$ cat src/pkg/diag_steps_pkg.sv
// Shared constants and types for the conversion routine diagnostic step sequencer.
package diag_steps_pkg;

  localparam int CLK_PERIOD_NS = 20;

  localparam int NUM_GPIO  = 9;
  localparam int NUM_CELL  = 14;
  localparam int NUM_TERM  = 15;
  localparam int NUM_BIST  = 9;
  localparam int CODE_W    = 16;
  localparam int CNT_W     = 12;
  localparam int CYC_W     = 11;
  localparam int NUM_REQ   = 5;
  localparam int SYNC_W    = NUM_GPIO + NUM_TERM + NUM_CELL + NUM_BIST;

  // Step timing in nanoseconds; least times, so cycle counts round up.
  localparam int T_ADC_BASE_NS      = 2000;
  localparam int T_GPIO_OPEN_SET_NS = 1000;
  localparam int T_CX_OPEN_SET_NS   = 1000;
  localparam int T_BAL_OL_NS        = 4000;

  localparam logic [CNT_W-1:0] ADC_BASE_CYC  = CNT_W'((T_ADC_BASE_NS + CLK_PERIOD_NS - 1) / CLK_PERIOD_NS);
  localparam logic [CNT_W-1:0] GPIO_SET_CYC  = CNT_W'((T_GPIO_OPEN_SET_NS + CLK_PERIOD_NS - 1) / CLK_PERIOD_NS);
  localparam logic [CNT_W-1:0] CX_SET_CYC    = CNT_W'((T_CX_OPEN_SET_NS + CLK_PERIOD_NS - 1) / CLK_PERIOD_NS);
  localparam logic [CNT_W-1:0] BAL_OL_CYC    = CNT_W'((T_BAL_OL_NS + CLK_PERIOD_NS - 1) / CLK_PERIOD_NS);

  // Request vector bit positions, in routine order.
  localparam int REQ_GPIO_CONV = 0;
  localparam int REQ_GPIO_OPEN = 1;
  localparam int REQ_CELL_OPEN = 2;
  localparam int REQ_BAL_OPEN  = 3;
  localparam int REQ_SELF      = 4;

  // Self-check fault vector bit positions.
  localparam int BIST_CELL_PATH = 0;
  localparam int BIST_OPEN_PATH = 1;
  localparam int BIST_PIN_PATH  = 2;
  localparam int BIST_VBAT_CMP  = 3;
  localparam int BIST_VREG_CMP  = 4;
  localparam int BIST_VCOM_CMP  = 5;
  localparam int BIST_VREF_CMP  = 6;
  localparam int BIST_BAL_HS    = 7;
  localparam int BIST_BAL_LS    = 8;

  localparam logic [1:0] GPIO_CFG_ANALOG = 2'h0;
  localparam logic [2:0] PERIOD_OFF      = 3'h0;
  localparam int         FIRST_TEST_PIN  = 2;

  typedef enum logic [2:0] {
    ST_IDLE,
    ST_CELL,
    ST_VBAT,
    ST_GPIO,
    ST_GPIO_OPEN,
    ST_CELL_OPEN,
    ST_BAL_OPEN,
    ST_SELF_CHECK
  } step_t;

endpackage : diag_steps_pkg

$ cat src/hdl/sync_agree.sv
// Three-stage input synchroniser that accepts a change once the last two stages agree.
`timescale 1ns/1ps
module sync_agree #(
  parameter int W = 1
) (
  input  wire logic         clk_i,   // System clock.
  input  wire logic         rstn_i,  // Synchronous reset, active low.
  input  wire logic [W-1:0] d_i,     // Asynchronous inputs.
  output logic      [W-1:0] q_o      // Filtered synchronous levels.
);

  logic [W-1:0] s1_r;
  logic [W-1:0] s2_r;
  logic [W-1:0] s3_r;
  logic [W-1:0] q_nxt;

  genvar gi;
  generate
    for (gi = 0; gi < W; gi++)
    begin : g_bit
      assign q_nxt[gi] = (s2_r[gi] == s3_r[gi]) ? s3_r[gi] : q_o[gi];
    end
  endgenerate

  always_ff @(posedge clk_i)
  begin
    if (!rstn_i)
    begin
      s1_r <= '0;
      s2_r <= '0;
      s3_r <= '0;
      q_o  <= '0;
    end
    else
    begin
      s1_r <= d_i;
      s2_r <= s1_r;
      s3_r <= s2_r;
      q_o  <= q_nxt;
    end
  end

endmodule : sync_agree

$ cat src/hdl/diag_steps.sv
// Sequencer for the optional diagnostic steps of the voltage conversion routine.
//
// Overview of operation
// - Cell conversion always runs first.
// - Period code zero excludes step from cyclic routines.
// - Pin open check requested with start or period.
// - Cell open check requested with start or period.
// - Balance check requested with start or period.
// - Self-check requested with start or period.
// - Pin below overtemp threshold raises overtemp flag.
// - Pin above undertemp threshold raises undertemp flag.
// - Fast-charge overtemp flag, threshold plus delta, maskable.
// - Pins one, two never tested; others need analog.
// - Pin below open level under pull-down flags open.
// - Crosscheck bit selects cell open check mode.
// - Terminal tested only when its cell enabled.
// - Cell open step lasts twice settle plus cycle.
// - Excess series drop flags the cell wire open.
// - Balance segments tested only for enabled cells.
// - Low switch drop flags balance path open.
// - Self-check tests all paths and comparators, no skips.
// - Separate path fail flags for cell, open, pin.
// - Separate fail flags for four supply comparators.
// - Separate high-side and low-side balance fail flags.
// - Self-check sets done flag, cleared on host read.
`timescale 1ns/1ps
module diag_steps
  import diag_steps_pkg::*;
(
  input  wire logic                       CLOCK_I,           // System clock, 50 MHz.
  input  wire logic                       RSTN_I,            // Synchronous reset, active low.
  input  wire logic                       SOC_I,             // On-demand start pulse.
  input  wire logic                       GPIO_CONV_REQ_I,   // Include pin conversion on demand.
  input  wire logic                       GPIO_OPEN_CHECK_REQUEST_I,    // Include pin open check.
  input  wire logic                       CELL_OPEN_CHECK_REQUEST_I,    // Include cell open check.
  input  wire logic                       BALANCE_OPEN_CHECK_REQUEST_I, // Include balance check.
  input  wire logic                       SELF_CHECK_REQUEST_I,         // Include self-check.
  input  wire logic                       CYCLIC_EN_I,       // Cyclic operation enabled.
  input  wire logic                       CYCLE_TICK_I,      // Cyclic timer pulse.
  input  wire logic [2:0]                 GPIO_CONV_PERIOD_I,           // Pin conversion period code.
  input  wire logic [2:0]                 GPIO_OPEN_PERIOD_I,           // Pin open period code.
  input  wire logic [2:0]                 CELL_OPEN_PERIOD_I,           // Cell open period code.
  input  wire logic [2:0]                 BALANCE_OPEN_CHECK_PERIOD_I,  // Balance period code.
  input  wire logic [2:0]                 SELF_CHECK_PERIOD_I,          // Self-check period code.
  input  wire logic [2:0]                 CONVERTER_CYCLE_TIME_I,       // Filter setting.
  input  wire logic                       CONVERTER_CROSSCHECK_SELECT_I, // Cell open mode.
  input  wire logic [NUM_CELL-1:0]        CELL_CHANNEL_ENABLE_I,        // Cell enables.
  input  wire logic [2*NUM_GPIO-1:0]      GPIO_CONFIG_I,     // Two bits per pin.
  input  wire logic [NUM_GPIO*CODE_W-1:0] GPIO_CODE_I,       // Converted pin codes.
  input  wire logic [CODE_W-1:0]          OT_THRESHOLD_I,    // Overtemp threshold.
  input  wire logic [CODE_W-1:0]          UT_THRESHOLD_I,    // Undertemp threshold.
  input  wire logic [CODE_W-1:0]          FASTCHARGE_DELTA_I, // Fast-charge delta.
  input  wire logic [NUM_GPIO-1:0]        FASTCHARGE_OVERTEMP_MASK_I,   // Fast-charge masks.
  input  wire logic [NUM_GPIO-1:0]        GPIO_LOW_CMP_I,    // Pin below open level.
  input  wire logic [NUM_TERM-1:0]        TERM_DROP_CMP_I,   // Series drop above threshold.
  input  wire logic [NUM_CELL-1:0]        BAL_DROP_LOW_CMP_I, // Switch drop below threshold.
  input  wire logic [NUM_BIST-1:0]        BIST_FAULT_I,      // Self-test fault levels.
  input  wire logic                       DONE_READ_I,       // Host read of done flag.
  output logic                            BUSY_O,            // Routine in progress.
  output logic [2:0]                      STEP_O,            // Current step.
  output logic                            CONFIG_OVERRIDE_O, // Failure pulse.
  output logic [NUM_GPIO-1:0]             PULLDOWN_EN_O,     // Pin test current on.
  output logic [NUM_GPIO-1:0]             PIN_OVERTEMP_FLAG_O,          // Overtemp flags.
  output logic [NUM_GPIO-1:0]             PIN_UNDERTEMP_FLAG_O,         // Undertemp flags.
  output logic [NUM_GPIO-1:0]             PIN_FASTCHARGE_OVERTEMP_FLAG_O, // Fast-charge flags.
  output logic [NUM_GPIO-1:0]             PIN_OPEN_FLAG_O,   // Pin open flags.
  output logic [NUM_TERM-1:0]             CELL_WIRE_OPEN_FLAG_O,        // Terminal open flags.
  output logic [NUM_CELL-1:0]             BALANCE_PATH_OPEN_FLAG_O,     // Balance open flags.
  output logic [NUM_BIST-1:0]             SELFTEST_FAIL_O,   // Self-test fail flags.
  output logic                            SELF_CHECK_DONE_FLAG_O        // Self-check done.
);

  function automatic logic period_hit(input logic [2:0] code, input logic [CYC_W-1:0] cnt);
    logic [CYC_W-1:0] mask;
    mask = '0;
    unique case (code)
      3'h0: mask = 11'h000;
      3'h1: mask = 11'h000;
      3'h2: mask = 11'h003;
      3'h3: mask = 11'h00F;
      3'h4: mask = 11'h03F;
      3'h5: mask = 11'h07F;
      3'h6: mask = 11'h1FF;
      3'h7: mask = 11'h3FF;
    endcase
    return (code != PERIOD_OFF) && ((cnt & mask) == '0);
  endfunction : period_hit

  function automatic step_t step_of(input int idx);
    step_t s;
    s = ST_IDLE;
    unique case (idx)
      REQ_GPIO_CONV: s = ST_GPIO;
      REQ_GPIO_OPEN: s = ST_GPIO_OPEN;
      REQ_CELL_OPEN: s = ST_CELL_OPEN;
      REQ_BAL_OPEN:  s = ST_BAL_OPEN;
      REQ_SELF:      s = ST_SELF_CHECK;
      default:       s = ST_IDLE;
    endcase
    return s;
  endfunction : step_of

  // First requested step at or after position from, else back to idle.
  function automatic step_t pick(input logic [NUM_REQ-1:0] r, input int from);
    step_t s;
    s = ST_IDLE;
    for (int i = NUM_REQ - 1; i >= 0; i--)
    begin
      if (i >= from && r[i])
        s = step_of(i);
    end
    return s;
  endfunction : pick

  step_t                 state_r, state_nxt;
  logic [CNT_W-1:0]      cnt_r, len_nxt, adc_cyc, cell_half;
  logic [CYC_W-1:0]      cyc_cnt_r;
  logic [NUM_REQ-1:0]    req_r, req_nxt;
  logic [NUM_TERM-1:0]   term_mid_r, wire_r, term_drop_s, term_tested, term_open;
  logic                  busy_r, override_r, done_r, cyc_start, start, step_end, fail_now;
  logic [NUM_GPIO-1:0]   pd_r, ot_r, ut_r, fc_r, open_r, gpio_low_s, pin_tested, ot_hit, ut_hit, fc_hit;
  logic [NUM_CELL-1:0]   bal_r, bal_low_s;
  logic [NUM_BIST-1:0]   bist_r, bist_s;
  logic [SYNC_W-1:0]     sync_q;

  sync_agree #(
    .W (SYNC_W)
  ) u_sync (
    .clk_i  (CLOCK_I),
    .rstn_i (RSTN_I),
    .d_i    ({BIST_FAULT_I, BAL_DROP_LOW_CMP_I, TERM_DROP_CMP_I, GPIO_LOW_CMP_I}),
    .q_o    (sync_q)
  );

  assign gpio_low_s  = sync_q[NUM_GPIO-1:0];
  assign term_drop_s = sync_q[NUM_GPIO+NUM_TERM-1:NUM_GPIO];
  assign bal_low_s   = sync_q[NUM_GPIO+NUM_TERM+NUM_CELL-1:NUM_GPIO+NUM_TERM];
  assign bist_s      = sync_q[SYNC_W-1:NUM_GPIO+NUM_TERM+NUM_CELL];

  // The converter cycle stretches linearly with the filter setting.
  assign adc_cyc   = CNT_W'(ADC_BASE_CYC * (CNT_W'(CONVERTER_CYCLE_TIME_I) + 12'h001));
  assign cell_half = CX_SET_CYC + adc_cyc;
  assign cyc_start = CYCLIC_EN_I && CYCLE_TICK_I && !SOC_I;
  assign start     = (state_r == ST_IDLE) && (SOC_I || cyc_start);
  assign step_end  = (state_r != ST_IDLE) && (cnt_r == 12'h001);

  // On demand the request bits travel with the start; cyclically each period code decides.
  assign req_nxt = SOC_I ?
    {SELF_CHECK_REQUEST_I, BALANCE_OPEN_CHECK_REQUEST_I, CELL_OPEN_CHECK_REQUEST_I,
     GPIO_OPEN_CHECK_REQUEST_I, GPIO_CONV_REQ_I} :
    {period_hit(SELF_CHECK_PERIOD_I, cyc_cnt_r), period_hit(BALANCE_OPEN_CHECK_PERIOD_I, cyc_cnt_r),
     period_hit(CELL_OPEN_PERIOD_I, cyc_cnt_r), period_hit(GPIO_OPEN_PERIOD_I, cyc_cnt_r),
     period_hit(GPIO_CONV_PERIOD_I, cyc_cnt_r)};

  always_comb
  begin
    state_nxt = state_r;
    unique case (state_r)
      ST_IDLE:       state_nxt = start ? ST_CELL : ST_IDLE;
      ST_CELL:       state_nxt = ST_VBAT;
      ST_VBAT:       state_nxt = pick(req_r, REQ_GPIO_CONV);
      ST_GPIO:       state_nxt = pick(req_r, REQ_GPIO_OPEN);
      ST_GPIO_OPEN:  state_nxt = pick(req_r, REQ_CELL_OPEN);
      ST_CELL_OPEN:  state_nxt = pick(req_r, REQ_BAL_OPEN);
      ST_BAL_OPEN:   state_nxt = pick(req_r, REQ_SELF);
      ST_SELF_CHECK: state_nxt = ST_IDLE;
    endcase
  end

  always_comb
  begin
    len_nxt = 12'h001;
    unique case (state_nxt)
      ST_IDLE:       len_nxt = 12'h000;
      ST_CELL:       len_nxt = adc_cyc;
      ST_VBAT:       len_nxt = adc_cyc;
      ST_GPIO:       len_nxt = ADC_BASE_CYC;
      ST_GPIO_OPEN:  len_nxt = CNT_W'(GPIO_SET_CYC + ADC_BASE_CYC);
      ST_CELL_OPEN:  len_nxt = CNT_W'({cell_half, 1'b0});
      ST_BAL_OPEN:   len_nxt = CNT_W'({BAL_OL_CYC, 1'b0});
      ST_SELF_CHECK: len_nxt = CNT_W'(ADC_BASE_CYC * 12'h003);
    endcase
  end

  genvar gi;
  generate
    for (gi = 0; gi < NUM_GPIO; gi++)
    begin : g_pin
      logic [CODE_W-1:0] code;
      logic [CODE_W:0]   fc_level;
      assign code     = GPIO_CODE_I[gi*CODE_W +: CODE_W];
      assign fc_level = {1'b0, OT_THRESHOLD_I} + {1'b0, FASTCHARGE_DELTA_I};
      assign pin_tested[gi] = (gi >= FIRST_TEST_PIN) &&
                              (GPIO_CONFIG_I[2*gi +: 2] == GPIO_CFG_ANALOG);
      assign ot_hit[gi] = pin_tested[gi] && (code < OT_THRESHOLD_I);
      assign ut_hit[gi] = pin_tested[gi] && (code > UT_THRESHOLD_I);
      assign fc_hit[gi] = pin_tested[gi] && ({1'b0, code} < fc_level) &&
                          !FASTCHARGE_OVERTEMP_MASK_I[gi];
    end
    for (gi = 0; gi < NUM_TERM; gi++)
    begin : g_term
      assign term_tested[gi] = CELL_CHANNEL_ENABLE_I[(gi == 0) ? 0 : gi - 1];
      // Crosscheck mode confirms an open on both halves; plain mode takes either half.
      assign term_open[gi] = term_tested[gi] && (CONVERTER_CROSSCHECK_SELECT_I ?
                             (term_mid_r[gi] && term_drop_s[gi]) :
                             (term_mid_r[gi] || term_drop_s[gi]));
    end
  endgenerate

  always_comb
  begin
    fail_now = 1'b0;
    unique case (state_r)
      ST_GPIO:       fail_now = |{ot_hit, ut_hit, fc_hit};
      ST_GPIO_OPEN:  fail_now = |(gpio_low_s & pin_tested);
      ST_CELL_OPEN:  fail_now = |term_open;
      ST_BAL_OPEN:   fail_now = |(bal_low_s & CELL_CHANNEL_ENABLE_I);
      ST_SELF_CHECK: fail_now = |bist_s;
      default:       fail_now = 1'b0;
    endcase
  end

  always_ff @(posedge CLOCK_I)
  begin
    if (!RSTN_I)
    begin
      state_r    <= ST_IDLE;
      cnt_r      <= '0;
      cyc_cnt_r  <= '0;
      req_r      <= '0;
      term_mid_r <= '0;
      busy_r     <= 1'b0;
      override_r <= 1'b0;
      pd_r       <= '0;
    end
    else
    begin
      override_r <= step_end && fail_now;
      if (start || step_end)
      begin
        state_r <= state_nxt;
        cnt_r   <= len_nxt;
        busy_r  <= (state_nxt != ST_IDLE);
        pd_r    <= (state_nxt == ST_GPIO_OPEN) ? pin_tested : '0;
      end
      else if (state_r != ST_IDLE)
        cnt_r <= cnt_r - 12'h001;
      if (start)
        req_r <= req_nxt;
      if (start && cyc_start)
        cyc_cnt_r <= cyc_cnt_r + 11'h001;
      if (state_r == ST_CELL_OPEN && cnt_r == cell_half)
        term_mid_r <= term_drop_s;
    end
  end

  // Result flags hold the outcome of the last run of their step.
  always_ff @(posedge CLOCK_I)
  begin
    if (!RSTN_I)
    begin
      ot_r   <= '0;
      ut_r   <= '0;
      fc_r   <= '0;
      open_r <= '0;
      wire_r <= '0;
      bal_r  <= '0;
      bist_r <= '0;
      done_r <= 1'b0;
    end
    else
    begin
      if (step_end && state_r == ST_GPIO)
      begin
        ot_r <= ot_hit;
        ut_r <= ut_hit;
        fc_r <= fc_hit;
      end
      if (step_end && state_r == ST_GPIO_OPEN)
        open_r <= gpio_low_s & pin_tested;
      if (step_end && state_r == ST_CELL_OPEN)
        wire_r <= term_open;
      if (step_end && state_r == ST_BAL_OPEN)
        bal_r <= bal_low_s & CELL_CHANNEL_ENABLE_I;
      if (step_end && state_r == ST_SELF_CHECK)
        bist_r <= bist_s;
      // A completion in the same cycle as the host read keeps the flag set.
      if (step_end && state_r == ST_SELF_CHECK)
        done_r <= 1'b1;
      else if (DONE_READ_I)
        done_r <= 1'b0;
    end
  end

  assign BUSY_O                         = busy_r;
  assign STEP_O                         = 3'(state_r);
  assign CONFIG_OVERRIDE_O              = override_r;
  assign PULLDOWN_EN_O                  = pd_r;
  assign PIN_OVERTEMP_FLAG_O            = ot_r;
  assign PIN_UNDERTEMP_FLAG_O           = ut_r;
  assign PIN_FASTCHARGE_OVERTEMP_FLAG_O = fc_r;
  assign PIN_OPEN_FLAG_O                = open_r;
  assign CELL_WIRE_OPEN_FLAG_O          = wire_r;
  assign BALANCE_PATH_OPEN_FLAG_O       = bal_r;
  assign SELFTEST_FAIL_O                = bist_r;
  assign SELF_CHECK_DONE_FLAG_O         = done_r;

  a_cell_first: assert property (@(posedge CLOCK_I) disable iff (!RSTN_I)
    start |=> state_r == ST_CELL ##[1:1000] state_r == ST_VBAT)
    else $error("routine did not open with cell conversion");
  a_period_off: assert property (@(posedge CLOCK_I) disable iff (!RSTN_I)
    (start && cyc_start && SELF_CHECK_PERIOD_I == PERIOD_OFF) |=> !req_r[REQ_SELF])
    else $error("excluded step was scheduled");
  a_step_order: assert property (@(posedge CLOCK_I) disable iff (!RSTN_I)
    (step_end && state_r == ST_BAL_OPEN) |=> (state_r == ST_SELF_CHECK || state_r == ST_IDLE))
    else $error("step order broken after balance check");
  a_open_request: assert property (@(posedge CLOCK_I) disable iff (!RSTN_I)
    (state_r == ST_IDLE && SOC_I && GPIO_OPEN_CHECK_REQUEST_I) |=> req_r[REQ_GPIO_OPEN])
    else $error("pin open request lost");
  a_pins_skipped: assert property (@(posedge CLOCK_I) disable iff (!RSTN_I)
    PULLDOWN_EN_O[1:0] == 2'h0 && PIN_OPEN_FLAG_O[1:0] == 2'h0)
    else $error("first two pins were tested");
  a_pulldown_step: assert property (@(posedge CLOCK_I) disable iff (!RSTN_I)
    (PULLDOWN_EN_O != '0) |-> state_r == ST_GPIO_OPEN)
    else $error("test current outside open check");
  a_cell_length: assert property (@(posedge CLOCK_I) disable iff (!RSTN_I)
    (state_r != ST_CELL_OPEN ##1 state_r == ST_CELL_OPEN) |-> cnt_r == CNT_W'(2 * (CX_SET_CYC + adc_cyc)))
    else $error("cell open step length wrong");
  a_supply_flags: assert property (@(posedge CLOCK_I) disable iff (!RSTN_I)
    (step_end && state_r == ST_SELF_CHECK && bist_s[BIST_VCOM_CMP])
    |=> SELFTEST_FAIL_O[BIST_VCOM_CMP] && CONFIG_OVERRIDE_O)
    else $error("supply comparator fail not flagged");
  a_done_set: assert property (@(posedge CLOCK_I) disable iff (!RSTN_I)
    (step_end && state_r == ST_SELF_CHECK) |=> SELF_CHECK_DONE_FLAG_O && CONFIG_OVERRIDE_O == $past(fail_now))
    else $error("self-check done flag not set");

endmodule : diag_steps

$ cat config.mk
export PLATFORM = sky130hd
export DESIGN_NAME = diag_steps
export DESIGN_NICKNAME = d
export VERILOG_FILES = /design/src/pkg/diag_steps_pkg.sv /design/src/hdl/sync_agree.sv /design/src/hdl/diag_steps.sv
export SDC_FILE = /design/constraint.sdc
export NUM_CORES = 1
export LEC_CHECK = 0
export BUFFER_PORTS_ARGS = -buffer_cell sky130_fd_sc_hd__buf_4
export CAP_MARGIN = 10
export CORE_ASPECT_RATIO = 2
export CORE_UTILIZATION = 40
export DETAILED_ROUTE_END_ITERATION = 6
export PLACE_DENSITY = 0.65
export SYNTH_ARGS = -nofsm -noshare
export SYNTH_HDL_FRONTEND = slang
export SYNTH_SLANG_ARGS = --single-unit
$ cat constraint.sdc
create_clock -name CLOCK_I -period 5.3 [get_ports CLOCK_I]
set_input_delay 0.795 -clock CLOCK_I [delete_from_list [all_inputs] [get_ports CLOCK_I]]
set_output_delay 0.795 -clock CLOCK_I [all_outputs]
set_load 0.005 [all_outputs]
==> results of run 1 <==
-- worst paths after layout --
| check | startpoint | endpoint | cells after the start |
|---|---|---|---|
| worst min register to register | u_sync.s1_r[8] | u_sync.s2_r[8] | 1 |
| worst max register to register | STEP_O[2] | cnt_r[7] | 9 |
| worst min-delay path | u_sync.s1_r[8] | u_sync.s2_r[8] | 1 |
| worst max-delay path | OT_THRESHOLD_I[0] | CONFIG_OVERRIDE_O | 19 |
-- worst max-delay path: cells and delay by family --
kind / cells / cell delay (ns)
AOI/OAI and AO/OA: 13 / 2.57
buffers and inverters: 1 / 0.16
xor gates and xnor gates: 1 / 0.45
adders and majority gates: 4 / 1.42
-- kinds of logic after synthesis --
group                    Yosys count  share of synthesized area [%]
XOR/XNOR                          35                           1.64
flip-flops                       301                           31.5
AO/OA/AOI/OAI                    627                           19.9
adder cells (fa/ha/maj)          356                           23.1
AND/OR/NAND/NOR                  761                           19.8
buffers and inverters            146                           3.18
other                              1                         0.0196
multiplexers                      19                          0.993
-- through the flow --
| step | std cells | setup TNS, ns | hold WS [ns] |
|---|---|---|---|
| 6_report | 3262 | 0 | 0.424 |
| 5_1_grt | 3262 | 0 | 0.434 |
| 4_1_cts | 3258 | 0 | 0.424 |
| 3_5_place_dp | 3215 | -0.0703 | 0.417 |
| 3_3_place_gp | 3215 | 0 | 0.414 |
| 2_1_floorplan | 2256 | 0 | 0.412 |
-- registers in the layout, indices dropped and copies added (netlist names) --
name                            count
cnt_r                              12
u_sync.s1_r                        45
cyc_cnt_r                          10
STEP_O                              3
PIN_OPEN_FLAG_O                     7
PULLDOWN_EN_O                       7
req_r                               5
SELFTEST_FAIL_O                     9
CONFIG_OVERRIDE_O                   1
PIN_FASTCHARGE_OVERTEMP_FLAG_O      7
u_sync.q_o                         45
PIN_UNDERTEMP_FLAG_O                7
CELL_WIRE_OPEN_FLAG_O              15
BALANCE_PATH_OPEN_FLAG_O           14
term_mid_r                         15
PIN_OVERTEMP_FLAG_O                 7
u_sync.s2_r                        45
SELF_CHECK_DONE_FLAG_O              1
u_sync.s3_r                        45
BUSY_O                              1
-- cell type report --
class / instances / area [um2] / area share [%]
repair buffers: 402 / 3020 / 12.8
clock inverters: 13 / 140 / 0.596
multi-input cells: 1809 / 12600 / 53.5
flip-flops and latches: 301 / 6030 / 25.6
inverters: 71 / 269 / 1.14
well taps: 632 / 791 / 3.36
clock buffers: 30 / 686 / 2.92
diodes: 4 / 10.0 / 0.0426
-- power breakdown --
part | internal, uW | switching (uW)
Combinational | 736 | 1040
Clock | 1030 | 848
Sequential | 2330 | 55.0
-- layer usage --
metal	part of all wire (%)	up-vias	track usage, %
met4	11	2	29.2
met3	5.6	286	5.09
met2	52	710	55.6
li1	-	8877	-
met1	32	8370	26.5
met5	0.011	-	0
-- cells in the mapped netlist, types with 5 or more instances --
cell type	instances	area, um2
a2111oi_0	13	114
a211oi_1	34	255
a21o_1	43	323
a21oi_1	249	1250
a221o_1	7	70.1
a22oi_1	20	150
a31oi_1	21	131
and2_1	137	857
and3_1	18	113
buf_4	11	82.6
clkbuf_1	55	206
dfxtp_1	301	6030
ha_1	337	4220
inv_1	67	251
maj3_1	17	170
mux2i_1	19	190
nand2_1	229	860
nand2b_1	17	106
nand3_1	60	300
nand4_1	37	231
nand4b_1	7	61.3
nor2_1	154	578
nor2b_1	20	125
nor3_1	33	165
nor4_1	10	62.6
o2111ai_1	6	52.6
o211ai_1	25	188
o21a_1	11	82.6
o21ai_0	125	626
o21ai_1	14	70.1
o21bai_1	5	37.5
o22ai_1	5	31.3
o31ai_1	7	52.6
or3_1	7	43.8
xnor2_1	23	201
xor2_1	11	96.3
==> metrics.md, run 1 <==
| Metric | Value |
|---|---|
| Critical path capture point type | flop |
| Worst setup SP type | input pin |
| Worst-path clk slew | 0.07 ns |
| First-pass GRT wire length | 108,000 um |
| Total wire length | 74,200 um |
| PortBufs | 348 |
| Most used cell, CP | a21oi_1 |
| GR Overflow Total | 0 |
| VDD IR max | 0.295 mV |
| Seq/Total Area, Yosys | 31.5% |
| Final setup viols | 0 |
| Most used DFF post-synth | dfxtp_1 |
| DRT Pass-1 Iters | 7 |
| R2R Setup Slk | 1.63 ns |
| CTS tree | yes |
| Hold Buf Count CTS | 0 |
| Leak | 0.0105 uW |
| Slowest stage cell on the critical path | a2111oi_0 |
| Crit Path Category | in -> reg |
| Initial core utilization | 40.4% |
| Commonest non-fill, non-tap cell in the layout | buf_4 |
| Num rows | 113 |
| Post-synthesis cell count | 2,246 |
| # DRC | 0 |
| Worst slew pin tran | 1.09 ns |
| Min Tclk post-route | 4.92 ns |
| Outcome | completed |
| Final instance area | 23,500 um2 |
| Setup bufs post-CTS | 0 |
| Worst-Skew Late Latency | 0.55 ns |
| Critical path's largest stage delay | 0.50 ns |
| Unrepaired setup endpoints after global routing | no |
| Synth Register Bits | 301 |
| Fin Clk Skew | 0.0187 ns |
| Root Driver | clkbuf_16 |
| Largest net degree at the start of global routing | 102 |
| Core Util, Final | 49.6% |
| Starting DRT DRC Count | 1,092 |
| CTS Buf Count | 26 |
| Via count | 18,245 |
| Slew HR | 26.2% |
| Post-cts sizing count | 0 |
| Final hold vios | 0 |
| DR WL/cell | 22.7 um |
| Dpl ws | -0.0703 ns |
| GRT Overall Usage | 30.0% |
| Share of cells above drive strength 1 | 17.6% |
| Final worst slack | 0.375 ns |
| Initial antenna violation count | 5 |
| Critical path data required time | 5.76 ns |
| Fillers | 4,559 |
| Synthesized area per cell | 8.53 um2 |
| Max-cap violation count | 0 |
| Chip Height | 311 um |
| Placer Congestion | 0.972 |
| Cell Area, Synth | 19,200 um2 |
| Post-synthesis cell type count | 81 |
| Period Utilization, post-route | 92.9% |
| Total chip power | 6030 uW |
| FFs w/ async S/R, synth | 0% |
| Synth-to-Final Area Change | 22.7% |
| Antenna Nets Post-Route | 0 |
| Most frequent cells in the layout | buf_4 (402), ha_1 (337), dfxtp_1 (301), a21oi_1 (249), nand2_1 (229) |
| CP max FO | 4 |
| Sink Count | 301 |
| Clock buffer depth | 3 |
| Area of the die | 48,800 um2 |
| Worst path cell trace | buf_4, ha_1, fa_1, a21oi_1, o21ai_1, a21o_1, a21o_1, a21oi_1, xnor2_1, ha_1, a2111oi_0, o211ai_1, a21oi_1, a31oi_1, maj3_1, a31oi_1, o21a_1, a211oi_1, a311oi_1 |
| Final Max Slew Viols | 0 |
| Max Clk Rate | 203 MHz |
| DR vias/cell | 5.59 |
| Core area | 47,400 um2 |
| Hold crit path type | reg -> reg |
| Post-synth EDFFs | 0 |
| HPWL after DPL | 61,300 um |
| Die W | 157 um |
| WP data arrival | 5.38 ns |
| Warnings, synthesis | 0 |
| Ports | 399 |
| Power per Cell Area | 257 nW/um2 |
| Vias in the first global route | 18,183 |
| H-tree depth | 1 |
| Final net count | 3,259 |
| Post-Place Cell Area | 22,700 um2 |
Power figures use the tool's default switching activity.
==> run 2, diff against run 1 <==
--- a/config.mk
+++ b/config.mk
@@ -5,12 +5,12 @@
 export SDC_FILE = /design/constraint.sdc
 export NUM_CORES = 1
 export LEC_CHECK = 0
-export BUFFER_PORTS_ARGS = -buffer_cell sky130_fd_sc_hd__buf_4
 export CAP_MARGIN = 10
 export CORE_ASPECT_RATIO = 2
 export CORE_UTILIZATION = 40
 export DETAILED_ROUTE_END_ITERATION = 6
-export PLACE_DENSITY = 0.65
+export DONT_BUFFER_PORTS = 1
+export PLACE_DENSITY = 0.58
 export SYNTH_ARGS = -nofsm -noshare
 export SYNTH_HDL_FRONTEND = slang
 export SYNTH_SLANG_ARGS = --single-unit
==> constraint.sdc (replaced) <==
create_clock -name CLOCK_I -period 5.3 [get_ports CLOCK_I]
set_input_delay 1.59 -clock CLOCK_I [delete_from_list [all_inputs] [get_ports CLOCK_I]]
set_output_delay 1.59 -clock CLOCK_I [all_outputs]
set_load 0.005 [all_outputs]
==> run 2 against run 1 <==
Against the previous run: via count is 5.1% lower; sequential cell count stayed put; hold slack better by 0.0047 ns; design area is 8.0% lower; critical path depth is 2 higher; maximum frequency is 4.6% lower; die area stayed put; clock power is 11% higher; first-iteration DRC count is 16% lower; core utilization is 3.9 points lower; clock skew is 0.0062 ns lower; critical endpoint unchanged; largest cell class unchanged; largest power group unchanged.
==> metrics.md, run 2 (synthesis results as in run 1) <==
| Metric | Value |
|---|---|
| Power per Cell Area | 285 nW/um2 |
| Total wire length | 76,700 um |
| CP startpoint | OT_THRESHOLD_I[0] |
| Fillers | 4,693 |
| Root Driver | clkbuf_16 |
| Register share of total power | 38.6% |
| GR Overflow Total | 0 |
| Max-cap violation count | 0 |
| Critical path capture point type | flop |
| GRT Overall Usage | 31.0% |
| Launching point of the worst reg2reg path | cnt_r[6] |
| Die W | 157 um |
| Worst-Skew Late Latency | 0.56 ns |
| Worst reg2reg endpoint | cnt_r[7] |
| Core Util, Final | 45.7% |
| Hold Buf Count CTS | 0 |
| Worst-path clk slew | 0.07 ns |
| First-pass GRT wire length | 109,000 um |
| Final instance area | 21,600 um2 |
| HPWL after DPL | 61,700 um |
| Initial antenna violation count | 9 |
| Unrepaired setup endpoints after global routing | yes |
| WP data arrival | 5.64 ns |
| Antenna Nets Post-Route | 0 |
| Clock buffer depth | 3 |
| DR vias/cell | 5.81 |
| Core area | 47,400 um2 |
| Chip Height | 311 um |
| Critical path data required time | 5.77 ns |
| CP max FO | 8 |
| Starting DRT DRC Count | 922 |
| Sw Share | 31.7% |
| Period Utilization, post-route | 97.4% |
| Clock share of power | 33.7% |
| Area of the die | 48,800 um2 |
| Placer Congestion | 1.03 |
| Synth-to-Final Area Change | 12.9% |
| Outcome | completed |
| Max Clk Rate | 194 MHz |
| Post-Place Cell Area | 20,500 um2 |
| Ports | 399 |
| DRT Pass-1 Iters | 7 |
| Fin Clk Skew | 0.0125 ns |
| Worst slew pin tran | 1.12 ns |
| Share of cells above drive strength 1 | 8.48% |
| Largest net degree at the start of global routing | 137 |
| Crit Path Category | in -> reg |
| Slew HR | 25.3% |
| Vias in the first global route | 17,467 |
| Most frequent cells in the layout | ha_1 (335), dfxtp_1 (301), a21oi_1 (245), nand2_1 (229), nor2_1 (154) |
| Sink Count | 301 |
| Total chip power | 6180 uW |
| CTS tree | yes |
| CTS Buf Count | 27 |
| Worst R2R Path Depth | 8 |
| Final hold vios | 0 |
| Leak | 0.00912 uW |
| Via count | 17,316 |
| Logic pwr share | 27.7% |
| Final setup viols | 0 |
| Commonest non-fill, non-tap cell in the layout | ha_1 |
| PortBufs | 0 |
| R2R Setup Slk | 1.71 ns |
| H-tree depth | 1 |
| Final worst slack | 0.136 ns |
| VDD IR max | 0.324 mV |
| Initial core utilization | 40.4% |
| Final Max Slew Viols | 0 |
| # DRC | 0 |
| Hold crit path type | reg -> reg |
| Net Sw Power | 1950 uW |
| DR WL/cell | 25.7 um |
| Hold WS | 0.429 ns |
| Min Tclk post-route | 5.16 ns |
| Dpl ws | -0.711 ns |
| Final net count | 2,974 |
| Setup crit end | CONFIG_OVERRIDE_O |
| Worst setup SP type | input pin |
| Int Pwr | 4220 uW |
| Num rows | 113 |
-- run 2: cell types whose count changed in the layout (fill, tap and decap cells not counted), moves of 3 or more --
cell,previous run,this run
a21oi_1,249,245
a211oi_1,34,31
clkinv_2,7,3
clkbuf_8,2,6
a211oi_2,0,3
buf_4,402,113
a2111oi_0,13,10
diode_2,4,1
a21oi_2,0,3
-- run 2: area by class of cell --
cell class              instances  area, um2  share of cell area, %
clock buffers                  37        773                   3.57
clock inverters                12        164                  0.758
inverters                      71        269                   1.24
diodes                          1       2.50                 0.0116
multi-input cells            1809      12700                   58.8
well taps                     632        791                   3.66
flip-flops and latches        301       6030                   27.9
repair buffers                116        891                   4.12
-- run 2: worst min path at each step --
stage / startpoint / endpoint / slack (ns) / cells after the start
2_1_floorplan: u_sync.s1_r[10] / u_sync.s2_r[10] / 0.41 / 1
3_3_place_gp: u_sync.s1_r[29] / u_sync.s2_r[29] / 0.41 / 1
3_5_place_dp: u_sync.s1_r[18] / u_sync.s2_r[18] / 0.42 / 1
4_1_cts: u_sync.s1_r[45] / u_sync.s2_r[45] / 0.43 / 1
5_1_grt: u_sync.s1_r[2] / u_sync.s2_r[2] / 0.45 / 1
6_report: u_sync.s1_r[35] / u_sync.s2_r[35] / 0.43 / 1
-- run 2: metal layers --
metal	routed length (um)	track usage, %
met2	38000	55.9
met1	23000	25.5
met3	7810	12.3
met4	7810	26.4
met5	46	0
-- run 2: power by group through the flow --
stage | sequential [uW] | clock (uW) | combinational [uW]
final | 2380 | 2080 | 1710
after detailed placement | 2430 | 0 | 1620
after global routing | 2390 | 2210 | 1870
after floorplan | 2410 | 0 | 1030
after global placement | 2430 | 0 | 1580
after CTS | 2380 | 2120 | 1630
-- run 2: stage by stage --
stage	instances	TNS (ns)
2_1_floorplan	2256	0
3_3_place_gp	2927	-3.82
3_5_place_dp	2927	-4.20
4_1_cts	2976	0
5_1_grt	2978	-0.0505
6_report	2979	0
-- run 2: critical path: stages --
cell and delay (ns):
ha_1 0.22, fa_2 0.39, a21oi_2 0.19, o21ai_1 0.09, buf_6 0.17, a21o_1 0.19
a21o_1 0.21, a21oi_4 0.19, xnor2_4 0.18, buf_6 0.17, ha_1 0.19, a211oi_2 0.20
o211ai_1 0.14, a2111oi_2 0.46, buf_4 0.18, o31ai_1 0.07, a31oi_1 0.20, buf_4 0.16
nand4b_1 0.16, nor4_4 0.06, a311oi_2 0.20
-- run 2: repair_timing --
item	CTS	global route
buffers inserted	0	2
resized for setup	4	24
setup endpoints to repair	4	8
gates cloned	0	0
pin swaps	0	16
==> run 3, diff against run 2 <==
==> constraint.sdc (replaced) <==
create_clock -name CLOCK_I -period 5.3 [get_ports CLOCK_I]
set_input_delay 0.265 -clock CLOCK_I [delete_from_list [all_inputs] [get_ports CLOCK_I]]
set_output_delay 0.265 -clock CLOCK_I [all_outputs]
set_load 0.005 [all_outputs]
==> run 3 against run 2 <==
Against the previous run: die area did not move; design area is essentially flat; global-route usage barely moved; sequential share of layout area is essentially flat; power shrank 4.7%; hold slack lost 0.41 ns; core utilization hardly changed; clock-buffer cell count is 2 lower; via count rose by 1.3%; critical endpoint unchanged; highest routed layer unchanged.
==> metrics.md, run 3 (synthesis results as in run 1) <==
| Metric | Value |
|---|---|
| DR WL/cell | 25.8 um |
| Outcome | completed |
| Post-cts sizing count | 0 |
| Die W | 157 um |
| GRT Overall Usage | 31.0% |
| Final hold vios | 0 |
| Period Utilization, post-route | 85.9% |
| Total wire length | 76,800 um |
| CTS Buf Count | 26 |
| Ports | 399 |
| Placer Congestion | 1.01 |
| Chip Height | 311 um |
| DR vias/cell | 5.88 |
| Critical path data required time | 5.77 ns |
| Antenna Nets Post-Route | 0 |
| Max-cap violation count | 0 |
| # DRC | 0 |
| Vias in the first global route | 17,285 |
| Slowest stage cell on the critical path | a211oi_1 |
| Slew HR | 25.6% |
| Worst-Skew Late Latency | 0.57 ns |
| Root Driver | clkbuf_16 |
| Unrepaired setup endpoints after global routing | no |
| Max Clk Rate | 220 MHz |
| Min Tclk post-route | 4.55 ns |
| Final net count | 2,976 |
| Starting DRT DRC Count | 918 |
| Setup TNS | 0 ns |
| Launching point of the worst reg2reg path | STEP_O[1] |
| Worst R2R Path Depth | 9 |
| Crit Path Category | in -> reg |
| Hold WS | 0.0175 ns |
| Core area | 47,400 um2 |
| Share of cells above drive strength 1 | 4.09% |
| PortBufs | 0 |
| First-pass GRT wire length | 109,000 um |
| Hold path cells | 3 |
| Power per Cell Area | 272 nW/um2 |
| Critical path's largest stage delay | 0.68 ns |
| Hold worst-path end | PIN_OPEN_FLAG_O[7] |
| HPWL after DPL | 59,800 um |
| Critical path buffers and inverters | 0 |
| DRT Pass-1 Iters | 6 |
| Final setup viols | 0 |
| WP data arrival | 5.02 ns |
| Commonest non-fill, non-tap cell in the layout | ha_1 |
| Synth-to-Final Area Change | 12.8% |
| Leak | 0.00902 uW |
| CTS tree | yes |
| Via count | 17,546 |
| Clock buffer depth | 3 |
| Worst path cell trace | ha_1, a211oi_1, o211a_1, nor2_1, a21oi_1, o21bai_1, xnor2_1, ha_1, o31a_1, a32oi_1, o21ai_0, nor4_1, o311ai_1, a21oi_1, a21o_1, nor4_2, a311oi_1 |
| VDD IR max | 0.340 mV |
| CP max FO | 4 |
| Crit path max-delay family | compound AO/OA/AOI/OAI gates |
| Num rows | 113 |
| Most frequent cells in the layout | ha_1 (337), dfxtp_1 (301), a21oi_1 (249), nand2_1 (229), nor2_1 (154) |
| Worst slew pin tran | 1.12 ns |
| GR Overflow Total | 0 |
| Largest net degree at the start of global routing | 126 |
| Worst setup SP type | input pin |
| Hold crit path type | in -> reg |
| Area of the die | 48,800 um2 |
| H-tree depth | 1 |
| Hold path startpoint | GPIO_CONFIG_I[14] |
| Worst-path clk slew | 0.08 ns |
| Final Max Slew Viols | 0 |
| Initial core utilization | 40.4% |
| Worst reg2reg endpoint | cnt_r[6] |
| R2R Setup Slk | 1.70 ns |
| Initial antenna violation count | 5 |
| Sink Count | 301 |
| Fin Clk Skew | 0.0319 ns |
| Critical path capture point type | flop |
-- run 3: changes by cell type in the layout (fill, tap and decap cells not counted), moves of 4 or more --
cell,previous run,this run
dlygate4sd3_1,0,83
buf_4,113,33
a21oi_1,245,249
diode_2,1,5
-- run 3: cell type report --
cell class              instances  area [um2]
diodes                          5        12.5
clock buffers                  35         714
clock inverters                11         119
fillers                      4617       25800
inverters                      71         269
multi-input cells            1809       12600
flip-flops and latches        301        6030
well taps                     632         791
repair buffers                119        1120
-- run 3: how the worst max path moves through the flow --
stage | startpoint | endpoint | cells after the start
6_report | OT_THRESHOLD_I[1] | CONFIG_OVERRIDE_O | 17
5_1_grt | OT_THRESHOLD_I[1] | CONFIG_OVERRIDE_O | 16
4_1_cts | OT_THRESHOLD_I[1] | CONFIG_OVERRIDE_O | 17
3_5_place_dp | OT_THRESHOLD_I[1] | CONFIG_OVERRIDE_O | 17
3_3_place_gp | OT_THRESHOLD_I[1] | CONFIG_OVERRIDE_O | 17
2_1_floorplan | OT_THRESHOLD_I[0] | CONFIG_OVERRIDE_O | 18
-- run 3: layer usage --
layer  vias up  global-route usage [%]  share of wire, %  routed length, um
li1       8331                       -                 -                  -
met1      8208                    26.3                31              23400
met2       751                    55.9                49              37900
met3       254                    10.2               9.3               7140
met4         2                    27.8                11               8320
met5         -                       0             0.018                 14
-- run 3: where the power goes --
group	internal (uW)	switching (uW)
clock	1010	886
sequential	2330	54.3
combinational	639	969
total	3980	1910
-- run 3: metrics by stage --
step	util (%)	instances	worst slack, ns	power (uW)	instance area, um2
after global placement	42.0	2846	0.651	3870	19900
final	45.6	2983	0.746	5890	21600
after CTS	45.6	2976	1.14	5880	21600
after floorplan	-	2256	1.33	3440	19200
after detailed placement	42.0	2846	0.549	3920	19900
after global routing	45.6	2980	0.690	6160	21600
-- run 3: timing repair --
action / 4_1_cts / 5_1_grt
setup buffers: 0 / 0
hold buffers: 84 / 0
hold endpoints to repair: 167 / 0
-- run 3: worst reg2reg max path: stages, from the launching register on --
cell and delay (ns):
dfxtp_1 0.80, nor2_1 0.31, a22oi_1 0.36, o221ai_1 0.43
nand2_1 0.26, nand2_1 0.18, o21ai_1 0.62, o22ai_1 0.22
a22oi_1 0.21, nor2_1 0.06
